--- src/core/serial_unit_pkg.sv ---
package serial_unit_pkg;
   // Register byte offsets on the bus
   localparam logic [4:0] MODE_OFS  = 5'h00;
   localparam logic [4:0] RATE_OFS  = 5'h04;
   localparam logic [4:0] CTRL_OFS  = 5'h08;
   localparam logic [4:0] TXBUF_OFS = 5'h0c;
   localparam logic [4:0] STAT_OFS  = 5'h10;
   localparam logic [4:0] RXBUF_OFS = 5'h14;
   // Mode register fields
   localparam int MODE_CHR  = 6;
   localparam int MODE_PE   = 5;
   localparam int MODE_ODD  = 4;
   localparam int MODE_STOP = 3;
   localparam int MODE_MP   = 2;
   // Control register fields
   localparam int CTRL_TIE  = 7;
   localparam int CTRL_RIE  = 6;
   localparam int CTRL_TE   = 5;
   localparam int CTRL_RE   = 4;
   localparam int CTRL_MULTIPROC_IRQ_EN = 3;
   localparam int CTRL_TXDONE_IRQ_EN = 2;
   localparam int CTRL_CLK_SRC_SEL_HI = 1;
   localparam int CTRL_CLK_SRC_SEL_LO = 0;
   // Status register fields
   localparam int STAT_TX_BUF_EMPTY_FLAG = 7;
   localparam int STAT_RX_FULL_FLAG = 6;
   localparam int STAT_OVERRUN_FLAG = 5;
   localparam int STAT_FER  = 4;
   localparam int STAT_PER  = 3;
   localparam int STAT_TX_DONE_FLAG = 2;
   localparam int STAT_MPB  = 1;
   localparam int STAT_MPBT = 0;
   // Reset values
   localparam logic [7:0] MODE_RST = 8'h00;
   localparam logic [7:0] RATE_RST = 8'hff;
   localparam logic [7:0] CTRL_RST = 8'h00;
   localparam logic [7:0] STAT_RST = 8'h84;
   // Oversampling: sixteen phases per bit, sample on the eighth
   localparam logic [3:0] SAMPLE_PH = 4'h7;
   localparam logic [3:0] LAST_PH   = 4'hf;

   // Data bits per character from the length select
   function automatic logic [3:0] data_bits(input logic chr);
      return chr ? 4'h7 : 4'h8;
   endfunction : data_bits

   // Parity bit over 7 or 8 data bits, even unless odd is set
   function automatic logic par_bit(input logic [7:0] d,
                                    input logic       chr,
                                    input logic       odd);
      logic [7:0] m;
      m = chr ? {1'b0, d[6:0]} : d;
      return (^m) ^ odd;
   endfunction : par_bit
endpackage : serial_unit_pkg

--- src/core/rate_divider.sv ---
`timescale 1ns/1ps
`default_nettype none
// Internal bit-rate generator: one pulse every reload+1 clocks
module rate_divider
   import serial_unit_pkg::*;
#(
   parameter int W = 8
)(
   input  wire logic         clk,
   input  wire logic         reset_n,
   input  wire logic [W-1:0] reload,
   output logic              tick
);
   logic [W-1:0] cnt;      // Down counter
   logic [W-1:0] next_cnt;

   // Reload on zero so a new reload value applies from the next period
   always_comb
   begin
      tick     = (cnt == '0);
      next_cnt = tick ? reload : cnt - {{(W-1){1'b0}}, 1'b1};
   end

   // Count register
   always_ff @(posedge clk or negedge reset_n)
   begin
      if (!reset_n)
         cnt <= '0;
      else
         cnt <= next_cnt;
   end
endmodule : rate_divider
`default_nettype wire

--- src/core/serial_tx.sv ---
`timescale 1ns/1ps
`default_nettype none
// Transmit framer; advances one bit per bit_tick
module serial_tx
   import serial_unit_pkg::*;
(
   input  wire logic       clk,
   input  wire logic       reset_n,
   input  wire logic       bit_tick,
   input  wire logic       enable,
   input  wire logic       chr,
   input  wire logic       pe,
   input  wire logic       odd,
   input  wire logic       mp,
   input  wire logic       stop2,
   input  wire logic       mpbt,
   input  wire logic       tx_buf_empty_flag,
   input  wire logic [7:0] tdata,
   output logic            take,
   output logic            done,
   output logic            txd
);
   typedef enum logic [2:0] {
      T_IDLE  = 3'b000,
      T_START = 3'b001,
      T_DATA  = 3'b010,
      T_PAR   = 3'b011,
      T_STOP1 = 3'b100,
      T_STOP2 = 3'b101
   } tx_state_t;

   tx_state_t  st, next_st;      // Frame position
   logic [7:0] sh, next_sh;      // Shift register
   logic [3:0] idx, next_idx;    // Data bit count
   logic       pb, next_pb;      // Parity or multiprocessor bit
   logic       next_txd;
   logic       last_stop;        // Final stop bit of frame

   // Next-state logic for the framer
   always_comb
   begin
      next_st   = st;
      next_sh   = sh;
      next_idx  = idx;
      next_pb   = pb;
      next_txd  = txd;
      take      = 1'b0;
      done      = 1'b0;
      last_stop = (st == T_STOP2) || (st == T_STOP1 && !stop2);
      if (!enable)
      begin
         // Disabled: framer reset, line at mark
         next_st  = T_IDLE;
         next_txd = 1'b1;
      end
      else if (bit_tick && (st == T_IDLE || last_stop))
      begin
         // Buffer checked at end of stop bit for back-to-back frames
         if (!tx_buf_empty_flag)
         begin
            take     = 1'b1;
            next_sh  = tdata;
            next_pb  = mp ? mpbt : par_bit(tdata, chr, odd);
            next_st  = T_START;
            next_txd = 1'b0;
         end
         else
         begin
            done     = (st != T_IDLE);
            next_st  = T_IDLE;
            next_txd = 1'b1;
         end
      end
      else if (bit_tick)
      begin
         case (st)
            T_START:
            begin
               // First data bit, LSB first
               next_st  = T_DATA;
               next_idx = 4'h1;
               next_txd = sh[0];
               next_sh  = {1'b0, sh[7:1]};
            end
            T_DATA:
               if (idx == data_bits(chr))
               begin
                  next_st  = (pe || mp) ? T_PAR : T_STOP1;
                  next_txd = (pe || mp) ? pb : 1'b1;
               end
               else
               begin
                  next_idx = idx + 4'h1;
                  next_txd = sh[0];
                  next_sh  = {1'b0, sh[7:1]};
               end
            T_PAR:
            begin
               next_st  = T_STOP1;
               next_txd = 1'b1;
            end
            T_STOP1:
            begin
               next_st  = T_STOP2;
               next_txd = 1'b1;
            end
            default:
               next_st = T_IDLE;
         endcase
      end
   end

   // Framer registers
   always_ff @(posedge clk or negedge reset_n)
   begin
      if (!reset_n)
      begin
         st  <= T_IDLE;
         sh  <= 8'h00;
         idx <= 4'h0;
         pb  <= 1'b0;
         txd <= 1'b1;
      end
      else
      begin
         st  <= next_st;
         sh  <= next_sh;
         idx <= next_idx;
         pb  <= next_pb;
         txd <= next_txd;
      end
   end
endmodule : serial_tx
`default_nettype wire

--- src/core/serial_unit.sv ---
`timescale 1ns/1ps
`default_nettype none
module serial_unit
   import serial_unit_pkg::*;
#(
   parameter int RATE_W = 8   // Bit-rate register width
)(
   input  wire logic        clk,
   input  wire logic        reset_n,
   input  wire logic [4:0]  address,
   input  wire logic        read,
   input  wire logic        write,
   input  wire logic [31:0] writedata,
   output logic [31:0]      readdata,
   output logic             waitrequest,
   output logic             txd_out,
   output logic             txd_oe,
   input  wire logic        rxd_in,
   input  wire logic        sck_in,
   output logic             sck_out,
   output logic             sck_oe,
   output logic             tx_empty_irq,
   output logic             rx_full_irq,
   output logic             rx_error_irq,
   output logic             tx_end_irq
);
   if (RATE_W < 1 || RATE_W > 8)
      $error("RATE_W must be 1 to 8");

   typedef enum logic [2:0] {
      R_IDLE  = 3'b000,
      R_START = 3'b001,
      R_DATA  = 3'b010,
      R_PAR   = 3'b011,
      R_STOP  = 3'b100
   } rx_state_t;

   logic [7:0]        mode_reg, next_mode;      // Frame format
   logic [RATE_W-1:0] bit_rate_reg, next_rate;  // Divider reload
   logic [7:0]        control_reg, next_ctrl;   // Enables, clock select
   logic [7:0]        tx_buffer, next_txbuf;    // Transmit data
   logic [7:0]        rx_buffer, next_rxbuf;    // Received data
   logic [7:0]        status_reg, next_stat;    // Flags
   logic [31:0]       next_rdata;
   logic              next_wait;
   logic              next_irq_te, next_irq_rf, next_irq_re, next_irq_td;
   logic              next_txd_oe;
   logic              wr_ok;                    // Write takes effect now
   logic              err_any;                  // Any receive error

   logic [3:0]        ph, next_ph;              // Phase in the bit
   logic              sck_d, next_sck_d;        // Last external clock
   logic              next_sck_out, next_sck_oe;
   logic              rate_tick;                // Internal 16x pulse
   logic              tick16;                   // Selected 16x pulse
   logic              bit_tick;                 // One per bit time

   rx_state_t         rst, next_rst;            // Receiver position
   logic [3:0]        rcnt, next_rcnt;          // Sixteenth counter
   logic [3:0]        ridx, next_ridx;          // Data bits taken
   logic [7:0]        rx_shift_reg, next_rsh;   // Incoming data
   logic              rpar, next_rpar;          // Parity or mp bit
   logic              fin;                      // Stop bit sampled
   logic              fin_fer, fin_per;         // Frame checks
   logic [7:0]        rx_data;                  // Aligned character

   logic              take;                     // Buffer moved to shifter
   logic              done;                     // Frame ended, no next
   logic              tx_txd;

   // Internal bit-rate generator
   rate_divider #(
      .W      (RATE_W)
   ) u_rate (
      .clk     (clk),
      .reset_n (reset_n),
      .reload  (bit_rate_reg),
      .tick    (rate_tick)
   );

   // Transmit framer
   serial_tx u_tx (
      .clk      (clk),
      .reset_n  (reset_n),
      .bit_tick (bit_tick),
      .enable   (control_reg[CTRL_TE]),
      .chr      (mode_reg[MODE_CHR]),
      .pe       (mode_reg[MODE_PE]),
      .odd      (mode_reg[MODE_ODD]),
      .mp       (mode_reg[MODE_MP]),
      .stop2    (mode_reg[MODE_STOP]),
      .mpbt     (status_reg[STAT_MPBT]),
      .tx_buf_empty_flag     (status_reg[STAT_TX_BUF_EMPTY_FLAG]),
      .tdata    (tx_buffer),
      .take     (take),
      .done     (done),
      .txd      (tx_txd)
   );
   assign txd_out = tx_txd;

   // Clock source and phase; runs whatever the enables say
   always_comb
   begin
      next_sck_d = sck_in;
      // Pins are synchronous, so a registered copy gives the edge
      tick16 = control_reg[CTRL_CLK_SRC_SEL_HI] ? (sck_in && !sck_d)
                                      : rate_tick;
      next_ph  = tick16 ? ph + 4'h1 : ph;
      bit_tick = tick16 && (ph == LAST_PH);
      // Phase 8 is mid-bit, so bit 3 rises at the bit centre
      next_sck_oe  = !control_reg[CTRL_CLK_SRC_SEL_HI]
                     && control_reg[CTRL_CLK_SRC_SEL_LO];
      next_sck_out = next_sck_oe ? ph[3] : 1'b1;
   end

   // Clock registers
   always_ff @(posedge clk or negedge reset_n)
   begin
      if (!reset_n)
      begin
         ph      <= 4'h0;
         sck_d   <= 1'b0;
         sck_out <= 1'b1;
         sck_oe  <= 1'b0;
      end
      else
      begin
         ph      <= next_ph;
         sck_d   <= next_sck_d;
         sck_out <= next_sck_out;
         sck_oe  <= next_sck_oe;
      end
   end

   // Receiver: start detect, centre sampling, checks at stop
   always_comb
   begin
      next_rst  = rst;
      next_rcnt = rcnt;
      next_ridx = ridx;
      next_rsh  = rx_shift_reg;
      next_rpar = rpar;
      fin       = 1'b0;
      fin_fer   = 1'b0;
      fin_per   = 1'b0;
      rx_data   = mode_reg[MODE_CHR] ? {1'b0, rx_shift_reg[7:1]}
                                     : rx_shift_reg;
      if (!control_reg[CTRL_RE])
         next_rst = R_IDLE;       // Flags and buffer left alone
      else if (tick16)
      begin
         next_rcnt = rcnt + 4'h1;
         case (rst)
            R_IDLE:
            begin
               next_rcnt = 4'h0;  // Resynchronise on the fall
               if (!rxd_in && !err_any)
                  next_rst = R_START;
            end
            R_START:
               if (rcnt == SAMPLE_PH)
               begin
                  // A glitch that is high at mid-bit is no start
                  next_rst  = rxd_in ? R_IDLE : R_DATA;
                  next_ridx = 4'h0;
               end
            R_DATA:
               if (rcnt == SAMPLE_PH)
               begin
                  next_rsh  = {rxd_in, rx_shift_reg[7:1]};
                  next_ridx = ridx + 4'h1;
                  if (next_ridx == data_bits(mode_reg[MODE_CHR]))
                     next_rst = (mode_reg[MODE_PE] || mode_reg[MODE_MP])
                                ? R_PAR : R_STOP;
               end
            R_PAR:
               if (rcnt == SAMPLE_PH)
               begin
                  next_rpar = rxd_in;
                  next_rst  = R_STOP;
               end
            R_STOP:
               if (rcnt == SAMPLE_PH)
               begin
                  // Only the first stop bit is tested; back to idle
                  fin      = 1'b1;
                  fin_fer  = !rxd_in;
                  fin_per  = mode_reg[MODE_PE] && !mode_reg[MODE_MP]
                             && (rpar != par_bit(rx_data,
                                  mode_reg[MODE_CHR], mode_reg[MODE_ODD]));
                  next_rst = R_IDLE;
               end
            default:
               next_rst = R_IDLE;
         endcase
      end
   end

   // Receiver registers
   always_ff @(posedge clk or negedge reset_n)
   begin
      if (!reset_n)
      begin
         rst          <= R_IDLE;
         rcnt         <= 4'h0;
         ridx         <= 4'h0;
         rx_shift_reg <= 8'h00;
         rpar         <= 1'b0;
      end
      else
      begin
         rst          <= next_rst;
         rcnt         <= next_rcnt;
         ridx         <= next_ridx;
         rx_shift_reg <= next_rsh;
         rpar         <= next_rpar;
      end
   end

   // Bus slave, registers and flags; hardware sets beat clears
   always_comb
   begin
      err_any    = status_reg[STAT_OVERRUN_FLAG] || status_reg[STAT_FER]
                   || status_reg[STAT_PER];
      // One wait cycle per access keeps read data registered
      next_wait  = !((read || write) && waitrequest);
      wr_ok      = write && !waitrequest;
      next_rdata = 32'h0000_0000;
      next_mode  = mode_reg;
      next_rate  = bit_rate_reg;
      next_ctrl  = control_reg;
      next_txbuf = tx_buffer;
      next_rxbuf = rx_buffer;
      next_stat  = status_reg;
      if (read && waitrequest)
         case (address)
            MODE_OFS:  next_rdata[7:0] = mode_reg;
            RATE_OFS:  next_rdata[RATE_W-1:0] = bit_rate_reg;
            CTRL_OFS:  next_rdata[7:0] = control_reg;
            TXBUF_OFS: next_rdata[7:0] = tx_buffer;
            STAT_OFS:  next_rdata[7:0] = status_reg;
            RXBUF_OFS: next_rdata[7:0] = rx_buffer;
            default:   next_rdata = 32'h0000_0000;
         endcase
      if (wr_ok)
         case (address)
            MODE_OFS:  next_mode  = writedata[7:0];
            RATE_OFS:  next_rate  = writedata[RATE_W-1:0];
            CTRL_OFS:  next_ctrl  = writedata[7:0];
            TXBUF_OFS: next_txbuf = writedata[7:0];
            STAT_OFS:
            begin
               // Flags clear on a written 0; the tx mp bit is plain
               next_stat[7:2] = status_reg[7:2] & writedata[7:2];
               next_stat[STAT_MPBT] = writedata[STAT_MPBT];
            end
            default:   next_mode  = mode_reg;
         endcase
      if (!control_reg[CTRL_TE])
         next_stat[STAT_TX_BUF_EMPTY_FLAG] = 1'b1;
      if (take)
      begin
         next_stat[STAT_TX_BUF_EMPTY_FLAG] = 1'b1;
         next_stat[STAT_TX_DONE_FLAG] = 1'b0;
      end
      if (done)
         next_stat[STAT_TX_DONE_FLAG] = 1'b1;
      if (fin)
      begin
         if (status_reg[STAT_RX_FULL_FLAG])
            next_stat[STAT_OVERRUN_FLAG] = 1'b1;
         else
         begin
            next_rxbuf = rx_data;
            next_stat[STAT_MPB]  = rpar && mode_reg[MODE_MP];
            next_stat[STAT_FER]  = status_reg[STAT_FER] || fin_fer;
            next_stat[STAT_PER]  = status_reg[STAT_PER] || fin_per;
            next_stat[STAT_RX_FULL_FLAG] = !fin_fer && !fin_per;
         end
      end
      next_irq_te = next_stat[STAT_TX_BUF_EMPTY_FLAG] && next_ctrl[CTRL_TIE];
      next_irq_td = next_stat[STAT_TX_DONE_FLAG] && next_ctrl[CTRL_TXDONE_IRQ_EN];
      next_irq_rf = next_stat[STAT_RX_FULL_FLAG] && next_ctrl[CTRL_RIE];
      next_irq_re = (next_stat[STAT_OVERRUN_FLAG] || next_stat[STAT_FER]
                     || next_stat[STAT_PER]) && next_ctrl[CTRL_RIE];
      next_txd_oe = next_ctrl[CTRL_TE];
   end

   // Register file and bus registers
   always_ff @(posedge clk or negedge reset_n)
   begin
      if (!reset_n)
      begin
         mode_reg     <= MODE_RST;
         bit_rate_reg <= RATE_RST[RATE_W-1:0];
         control_reg  <= CTRL_RST;
         tx_buffer    <= 8'h00;
         rx_buffer    <= 8'h00;
         status_reg   <= STAT_RST;
         readdata     <= 32'h0000_0000;
         waitrequest  <= 1'b1;
         tx_empty_irq <= 1'b0;
         tx_end_irq   <= 1'b0;
         rx_full_irq  <= 1'b0;
         rx_error_irq <= 1'b0;
         txd_oe       <= 1'b0;
      end
      else
      begin
         mode_reg     <= next_mode;
         bit_rate_reg <= next_rate;
         control_reg  <= next_ctrl;
         tx_buffer    <= next_txbuf;
         rx_buffer    <= next_rxbuf;
         status_reg   <= next_stat;
         readdata     <= next_rdata;
         waitrequest  <= next_wait;
         tx_empty_irq <= next_irq_te;
         tx_end_irq   <= next_irq_td;
         rx_full_irq  <= next_irq_rf;
         rx_error_irq <= next_irq_re;
         txd_oe       <= next_txd_oe;
      end
   end
endmodule : serial_unit
`default_nettype wire

--- config.mk ---
export PLATFORM = sky130hd
export DESIGN_NAME = serial_unit
export DESIGN_NICKNAME = d
export VERILOG_FILES = /design/src/core/serial_unit_pkg.sv /design/src/core/rate_divider.sv /design/src/core/serial_tx.sv /design/src/core/serial_unit.sv
export SDC_FILE = /design/constraint.sdc
export NUM_CORES = 1
export LEC_CHECK = 0
export BUFFER_PORTS_ARGS = -buffer_cell sky130_fd_sc_hd__buf_2
export CELL_PAD_IN_SITES_DETAIL_PLACEMENT = 0
export CELL_PAD_IN_SITES_GLOBAL_PLACEMENT = 1
export CORE_MARGIN = 3
export CORE_UTILIZATION = 46
export DETAILED_ROUTE_END_ITERATION = 6
export HOLD_SLACK_MARGIN = 0.02
export MAX_ROUTING_LAYER = met4
export PLACE_DENSITY = 0.9
export SLEW_MARGIN = 20
export SYNTH_ARGS = -nofsm -noshare
export SYNTH_HDL_FRONTEND = slang
export SYNTH_HIERARCHICAL = 1
export SYNTH_SLANG_ARGS = --single-unit
--- constraint.sdc ---
create_clock -name clk -period 3.3 [get_ports clk]
set_input_delay 0.66 -clock clk [delete_from_list [all_inputs] [get_ports clk]]
set_output_delay 0.66 -clock clk [all_outputs]
set_load 0.03 [all_outputs]
Word-level counts from Yosys, hierarchy flattened:

Index checks and enable logic that the tools add are counted.
Widths: inputs -> output; s select.

* reductions and logical operators: 65
* bitwise gates (word level): 6
* add/sub/neg operators: 5
* multiplexer cells: 75
* equal/unequal tests: 34

Operators by type and width (count)
* $mux 8: 11
* $pmux 8 s6: 1
* $mux 3: 13
* $mux 1: 34
* $mux 4: 6
* $ne 3x3->1 const B: 6
* $reduce_and 2->1: 9
* $logic_and 1x1->1: 17
* $add 4x1->4 const B: 4
* $pmux 4 s2: 2
* $pmux 8 s2: 1
* $reduce_xor 8->1: 2
* $pmux 3 s5: 1
* $reduce_and 5->1: 3
* $eq 3x2->1 const B: 4
* $mux 6: 2
* $pmux 3 s4: 1
* $eq 5x4->1 const B: 2
* $eq 5x5->1 const B: 2
* $logic_not 1->1: 10
* $logic_or 1x1->1: 10
* $eq 3x3->1 const B: 3
* $eq 4x4->1: 2
* $logic_not 8->1: 1
* other kinds (25): 38

* output and inout port bits: 41
* word-level logic and storage cells: 216
* register bits: 138

Logic depth before layout (Yosys ltp):

Gate-level depths: netlist (run 1).

* word-level depth: 17
* gate-level depth with buffers: 17
* gate-level depth less buffers: 15

Hierarchy:

The synthesis (run 1) kept the hierarchy.

Modules (own cells, without submodules)
* serial_unit: area each 4257.8 µm², seq. area each 2217.1 µm², instances 1, cells an instance 377
* serial_tx: area each 1266.2 µm², seq. area each 426.7 µm², instances 1, cells an instance 131
* rate_divider: area each 474.2 µm², seq. area each 200.2 µm², instances 1, cells an instance 48

Worst setup path before layout (run 1):

Ideal clock, no wire load.

* path kind: reg-to-reg
* from: reg u_rate.cnt[0]
* to: reg u_tx.sh[0]
* period minus slack after synthesis: 2914 ps
* setup slack: 386 ps
* data arrival time: 2789 ps
* required time: 3175 ps
* setup time: 125 ps
* stages on the path, launching flop included: 15
* path through: dfrtp_1 -> inv_1 -> ha_1 -> nor3b_2 -> and2_0 -> buf_2 -> nand2b_1 -> nand2_1 -> nand2_1 -> nor2_1 -> buf_2 -> inv_1 -> a211oi_1 -> o221ai_4 -> mux2_2

* cells in the longest elaborated chain, start to end: 6

Ends and longest elaborated chain
* start, declared: RTL line rate_divider.sv:14 `logic [W-1:0] cnt;`
* start signal, assigned: RTL line rate_divider.sv:30 `cnt <= next_cnt;`
* $logic_not 8->1 (*): RTL line rate_divider.sv:20 `tick = (cnt == '0);`
* named net rate_tick: RTL line serial_unit.sv:54 `logic rate_tick;`
* $mux 1 (*): RTL line serial_unit.sv:106 `tick16 = control_reg[CTRL_CLK_SRC_SEL_HI] ? (sck_in && !sck_d)`
* $logic_and 1x1->1 (*): RTL line serial_unit.sv:109 `bit_tick = tick16 && (ph == LAST_PH);`
* named net bit_tick: RTL line serial_unit.sv:56 `logic bit_tick;`
* $logic_and 1x1->1: RTL line serial_tx.sv:56 `else if (bit_tick && (st == T_IDLE || last_stop))`
* $ne 3x2->1 (no line), or another cell as far along
* $reduce_and 5->1 (no line)
* end signal, assigned: RTL line serial_tx.sv:127 `sh <= next_sh;`
* end, declared: RTL line serial_tx.sv:33 `logic [7:0] sh, next_sh;`

The timed path passes the listed nets; every way through them passes the cells marked *.
A chain may end at the register's enable or synchronous reset.

Final worst setup path (run 1):

* from: reg u_rate.cnt[0]
* to: reg tx_end_irq

* cells in the longest elaborated chain, start to end: 9

Ends and longest elaborated chain
* $logic_not 8->1: RTL line rate_divider.sv:20
* named net rate_tick: RTL line serial_unit.sv:54
* $mux 1: RTL line serial_unit.sv:106
* $logic_and 1x1->1: RTL line serial_unit.sv:109
* named net bit_tick: RTL line serial_unit.sv:56
* $logic_and 1x1->1: RTL line serial_tx.sv:56
* $mux 1: RTL line serial_tx.sv:56
* $mux 1: RTL line serial_tx.sv:50 `if (!enable)`
* named net take: RTL line serial_unit.sv:67 `logic take;`
* $mux 1: RTL line serial_unit.sv:261 `if (take)`
* $mux 1: RTL line serial_unit.sv:266 `if (done)`
* named net next_stat[2]: RTL line serial_unit.sv:43 `logic [7:0] status_reg, next_stat;`
* $logic_and 1x1->1: RTL line serial_unit.sv:282 `next_irq_td = next_stat[STAT_TX_DONE_FLAG] && next_ctrl[CTRL_TXDONE_IRQ_EN];`
* named net next_irq_td: RTL line serial_unit.sv:46 `logic next_irq_te, next_irq_rf, next_irq_re, next_irq_td;`
* end signal, assigned: RTL line serial_unit.sv:319 `tx_end_irq <= next_irq_td;`
* end, declared: RTL line serial_unit.sv:25 `output logic tx_end_irq`

The timed path passes the listed nets, and every way through them passes these cells.

==> reports/results.txt, run 1 <==
run status: completed
number of synthesized flops with an enable pin: 0
crit path capture type: flop
Routed Antenna Nets: 0
Root Buffer: clkbuf_16
number of global-route vias before repair: 4516
post-CTS setup buffers: 0
DP HPWL: 9.708 mm
Synth Area in Simple Gates: 0.1387
max-cap violation count: 0
Synth area leader: dfrtp_1
post-synthesis compound-gate area fraction: 0.1523
Synth Area in Adders: 0.01418
H-Tree Depth: 4
Die Ht: 120.2 µm
fin. max-slew vios: 0
Crit Path Category: reg -> reg
clk_skew: 6.521 ps
layout cell share with drive strength beyond 1: 0.1980
worst setup path start: u_rate/cnt[0]
crit-path max FO: 10
Worst Path Arrival: 3290 ps
CTS tree: yes
TritonCTS Sinks: 113
Setup crit end: tx_end_irq
row count: 41
#FFs+latches synth: 113
initial antenna violation count: 0
Max-slew headroom: 0.4857
delay of the slowest cell on the worst path: 400 ps
gr ovfl total: 0
Post-Syn Instances: 556
RSZ-0062 raised after global routing: false
Async SR Flop Fraction: 1.000
R2R depth: 16
cell area power density: 589.0 mW/mm²
average cell area after synthesis: 10.79 µm²
vias per cell: 5.650
Main synth FF type: dfrtp_1
largest net degree at the start of global routing: 88
CP most frequent cell: and2_1
first-pass GRT wire length: 22.74 mm
TNS Setup: 0 ps
Yosys warnings: 6
share of synthesized area spent on multiplexers: 0.1262
DIE WIDTH: 120.2 µm
post-synth cell types: 78
clock latency on the worst-skew pair: 410 ps
worst reg2reg setup slack: 310 ps
Port Buffer Count: 35
Hold Crit Class: in -> async
area grow syn2layout: 14.33%
register area share after synthesis: 0.4741
slew of the pin with the lowest slew margin: 771.5 ps
fill cell count: 1098
Storage cell area: 0.002844 mm²
Post-Synth XOR/XNOR Area: 0.03880
Vias: 4424
Initial Util: 0.4734
Routed WL: 13.74 mm
nets: 647
post-route DRC violation count: 0
Num CTS Buffers: 17
Post-Syn Area: 0.005998 mm²
Synth area leaders: dfrtp_1 42%, mux2_1 6.8%, dfstp_2 5.7%
worst r2r src: u_rate/cnt[0]
WP data required: 3600 ps
setup violators final: 0
Final Util: 0.5412
dpl ws: 317.7 ps
Core Region: 0.01267 mm²
Max VDD drop: 0.0003834 V
CP Launch Type: flop
RR Endpoint: tx_end_irq
Final min period: 2990 ps
Die ar.: 0.01445 mm²
clk buf depth: 2
fmax: 334.5 MHz
global placer's final weighted congestion: 0.8355
Pleak: 3.091 nW
Critical-path top delay cell: dfrtp_1
# IOs: 84
proportion of netlist area held by the largest area contributor: 0.4172
Worst-path clk slew: 50 ps
CP cell instances: inv_1, ha_1, nor3b_2, and2_1, nand2b_1, nand2_1, nand2_1, nor2_1, buf_4, and2_1, and2_1, and2_1, nor2b_1, o21ai_0, nand2b_1, and2_1
Final WS setup: 310.2 ps
DR WL/cell: 17.54 µm
First-pass DRT Iterations: 5
crit share post-route: 0.9060
largest family of logic cells by synthesized area: compound AO/OA/AOI/OAI gates
GRT Total Usage: 0.2046
Fin. Hold Viols: 0
footprint of the multi-input gates: 0.002915 mm²
DRT iter0 DRCs: 362
n_diodes: 0
-- worst min-delay path by stage --
stage                 from        endpoint  depth (start not counted)
3_5_place_dp   waitrequest     waitrequest                          1
2_1_floorplan      reset_n  control_reg[0]                          0
3_3_place_gp   waitrequest     waitrequest                          1
6_report           reset_n   u_rate/cnt[1]                          1
5_1_grt            reset_n   u_rate/cnt[1]                          1
4_1_cts            reset_n   u_rate/cnt[1]                          1
-- synthesized netlist by cell type (13+ instances only) --
master / instances
dfrtp_1: 100
nand2_1: 39
mux2_1: 36
o21ai_0: 31
a22oi_1: 27
buf_4: 25
nor2_1: 18
xnor2_1: 17
inv_1: 16
a21oi_1: 15
dfstp_2: 13
mux2_2: 13
nand3_1: 13
nor3_1: 13
o21ai_1: 13
-- through the flow --
stage / instance area (µm²) / std cells / hold WS (ps) / power [W]
finish: 6858 / 783 / 171.0 / 0.004039
global route: 6858 / 783 / 181.1 / 0.004221
CTS: 6853 / 783 / 165.6 / 0.004071
detailed placement: 6280 / 751 / 470.3 / 0.002297
global placement: 6280 / 751 / 460.9 / 0.002254
floorplan: 6085 / 579 / 364.4 / 0.002114
-- layout by cell type (no fill, tap or decap), drive strengths merged, types with 15 or more instances in the layout --
| cell | count |
|---|---|
| conb | 24 |
| nand2 | 40 |
| o21ai | 44 |
| xnor2 | 17 |
| dfrtp | 100 |
| mux2 | 56 |
| a22oi | 27 |
| nor3 | 15 |
| nor2 | 18 |
| clkbuf | 21 |
| inv | 16 |
| buf | 43 |
| a21oi | 15 |
-- critical path: cells and delay by family, from the launching register on --
| family | cells | cell delay (ps) |
|---|---|---|
| AO/OA/AOI/OAI | 1 | 100 |
| adder cells (fa/ha/maj) | 1 | 160 |
| buffers and inverters | 2 | 290 |
| flip-flops | 1 | 400 |
| AND/OR/NAND/NOR | 12 | 1920 |
-- where the power goes --
group | internal [W] | leakage, nW | switching [W]
combinational | 0.000246 | 1.34 | 0.000311
sequential | 0.00155 | 1.48 | 0.000183
clock | 0.00114 | 0.278 | 0.000613
total | 0.00293 | 3.09 | 0.00111
-- timing repair --
action	CTS	global route
endpoints found under the setup margin	0	8
resized for setup	0	2
hold buffers	0	0
-- area by class of cell --
cell class / count / area share
clock buffer: 21 / 0.06714
sequential: 113 / 0.4147
tap: 172 / 0.03138
inverter: 16 / 0.008758
multi-input combinational: 407 / 0.4251
timing repair buffer: 43 / 0.03649
clock inverter: 11 / 0.01642
-- cells by family after synthesis --
kind of cell               after synthesis
and+or+nand+nor                        149
adders and majority gates                7
xor gates and xnor gates                25
DFF                                    113
AOI/OAI and AO/OA                      136
buffers and inverters                   59
muxes                                   66
other                                    1
-- layer usage --
layer | track usage | up-vias | part of all wire
met3 | 0.05659 | 20 | 0.062
met4 | 0.06084 | 0 | 0.014
met2 | 0.3249 | 162 | 0.49
li1 | - | 2067 | -
met5 | - | - | 0
met1 | 0.2584 | 2175 | 0.43
Power figures use the tool's default switching activity.
==> run 2: changes to the inputs <==
CORE_UTILIZATION = 40   (was 46)
CTS_BUF_LIST = sky130_fd_sc_hd__clkbuf_4 sky130_fd_sc_hd__clkbuf_8 sky130_fd_sc_hd__clkbuf_16   (was not set)
PLACE_DENSITY = 0.81   (was 0.9)
SLEW_MARGIN = not set   (was 20)
==> reports/results.txt, run 2 (synthesized netlist as in run 1, its figures left out) <==
Worst Path Arrival: 3210 ps (was 3290 ps)
CTS tree: yes (unchanged)
Die Ht: 128.5 µm (was 120.2 µm)
RR Endpoint: u_tx/sh[5] (was tx_end_irq)
max-cap violation count: 0 (unchanged)
Power Internal: 0.002953 W (was 0.002932 W)
Hold Crit Class: in -> async (unchanged)
post-CTS setup buffers: 0 (unchanged)
Fin. Hold Viols: 0 (unchanged)
Clock Power Share: 0.436 (was 0.434)
GR peak layer: met2 (unchanged)
vias per cell: 5.575 (was 5.650)
sequential power share: 0.427 (was 0.428)
cell area power density: 585.6 mW/mm² (was 589.0 mW/mm²)
Max-slew headroom: 0.5310 (was 0.4857)
TritonCTS Sinks: 113 (unchanged)
DIE WIDTH: 128.5 µm (was 120.2 µm)
Crit Path Category: reg -> reg (unchanged)
fill cell count: 1321 (was 1098)
# IOs: 84 (unchanged)
gr ovfl total: 0 (unchanged)
DR WL/cell: 17.37 µm (was 17.54 µm)
Max VDD drop: 0.0004410 V (was 0.0003834 V)
number of global-route vias before repair: 4448 (was 4516)
Routed WL: 13.89 mm (was 13.74 mm)
Tot Pwr: 0.004042 W (was 0.004039 W)
Hold Buf Count CTS: 0 (unchanged)
R2R depth: 12 (was 16)
setup violators final: 0 (unchanged)
First-pass DRT Iterations: 5 (unchanged)
CP Launch Type: flop (unchanged)
slew of the pin with the lowest slew margin: 700.9 ps (was 771.5 ps)
first-pass GRT wire length: 23.02 mm (was 22.74 mm)
Pleak: 3.117 nW (was 3.091 nW)
clk_skew: 6.935 ps (was 6.521 ps)
RSZ-0062 raised after global routing: false (unchanged)
run status: completed (unchanged)
Final min period: 2919 ps (was 2990 ps)
crit path capture type: flop (unchanged)
met2 GRT Util: 0.2823 (was 0.3249)
global placer's final weighted congestion: 0.8680 (was 0.8355)
post-route DRC violation count: 0 (unchanged)
Port Buffer Count: 35 (unchanged)
clock latency on the worst-skew pair: 410 ps (about the same)
most frequent cells in the layout: 100 x dfrtp_1, 39 x nand2_1, 36 x mux2_1 (unchanged)
fmax: 342.6 MHz (was 334.5 MHz)
Initial Util: 0.4111 (was 0.4734)
H-Tree Depth: 4 (unchanged)
fin. max-slew vios: 0 (unchanged)
nets: 650 (was 647)
DP HPWL: 9.938 mm (was 9.708 mm)
initial antenna violation count: 2 (was 0)
Vias: 4460 (was 4424)
logic gate share of total power: 0.137 (was 0.138)
worst reg2reg setup slack: 380 ps (was 310 ps)
GRT Total Usage: 0.1843 (was 0.2046)
TNS Setup: 0 ps (unchanged)
crit-path max FO: 7 (was 10)
Die ar.: 0.01650 mm² (was 0.01445 mm²)
layout cell share with drive strength beyond 1: 0.2052 (was 0.1980)
Num CTS Buffers: 17 (unchanged)
row count: 44 (was 41)
CTS resizes: 0 (unchanged)
met3 Use GR: 0.04898 (was 0.05659)
DRT iter0 DRCs: 412 (was 362)
Routed Antenna Nets: 0 (unchanged)
routing usage on met1: 0.2333 (was 0.2584)
largest net degree at the start of global routing: 53 (was 88)
WP data required: 3590 ps (was 3600 ps)
Switching Share: 0.2695 (was 0.2742)
area grow syn2layout: 15.08% (was 14.33%)
worst r2r src: u_rate/cnt[0] (unchanged)
P_sw: 0.001089 W (was 0.001107 W)
crit share post-route: 0.8845 (was 0.9060)
clk buf depth: 2 (unchanged)
Core Region: 0.01459 mm² (was 0.01267 mm²)
most common cell after layout, fill and taps aside: dfrtp_1 (unchanged)
Worst-path clk slew: 50 ps (about the same)
Root Buffer: clkbuf_16 (unchanged)
run 2: changes by cell type in the layout (fill, tap and decap cells not counted), moves of 2 or more:
cell / previous run / this run
buf_4: 8 / 11
clkbuf_1: 2 / 0
clkbuf_4: 0 / 6
clkbuf_8: 2 / 4
clkinv_2: 6 / 3
clkinvlp_4: 3 / 1
diode_2: 0 / 2
run 2: layer usage:
metal / vias to the layer above / part of all wire
li1: 2077 / -
met1: 2218 / 0.44
met2: 143 / 0.48
met3: 22 / 0.057
met4: 0 / 0.018
met5: - / 0
run 2: critical path, stage by stage (launching register included):
cell and delay [ps]:
dfrtp_1 400, inv_1 90, ha_1 160, nor3b_2 180
and2_0 190, nand2b_1 110, nand2_1 90, nand2_1 100
nor2_2 300, inv_1 130, a211oi_1 470, o221ai_4 240
mux2_2 330
run 2: how the worst max path moves through the flow:
stage                   from    endpoint  slack (ps)  depth (start not counted)
2_1_floorplan  u_rate/cnt[0]  u_tx/sh[0]         390                         14
3_3_place_gp   u_rate/cnt[0]  u_tx/sh[5]         290                         12
3_5_place_dp   u_rate/cnt[0]  u_tx/sh[5]         220                         12
4_1_cts        u_rate/cnt[0]  u_tx/sh[5]         200                         12
5_1_grt        u_rate/cnt[0]  u_tx/sh[5]          90                         12
6_report       u_rate/cnt[0]  u_tx/sh[5]         380                         12
run 2: layout make-up:
cell class	instances	area (µm²)	share of cell area
Clock buffer	27	525.5	0.07613
Inverter	16	60.06	0.008700
Clock inverter	5	52.55	0.007613
Antenna cell	2	5.005	0.0007250
Timing Repair Buffer	46	272.8	0.03951
Multi-Input combinational cell	407	2913	0.4220
Sequential cell	113	2844	0.4120
Tap cell	184	230.2	0.03335
run 2: power by group through the flow:
stage	Combinational (W)	Clock, W	Sequential [W]
detailed placement	0.000551	0	0.00174
global placement	0.000528	0	0.00174
CTS	0.000554	0.00180	0.00172
finish	0.000552	0.00176	0.00173
floorplan	0.000403	0	0.00171
global route	0.000613	0.00187	0.00175
run 2: stage by stage:
stage,hold slack (ps),area [µm²],instances,setup WS (ps),utilization
2_1_floorplan,364.4,6085,579,386.4,-
3_3_place_gp,462.7,6317,766,293.9,0.4330
3_5_place_dp,476.0,6317,766,220.6,0.4330
4_1_cts,208.7,6895,798,200.2,0.4726
5_1_grt,213.8,6903,800,92.34,0.4732
6_report,189.3,6903,800,381.1,0.4732
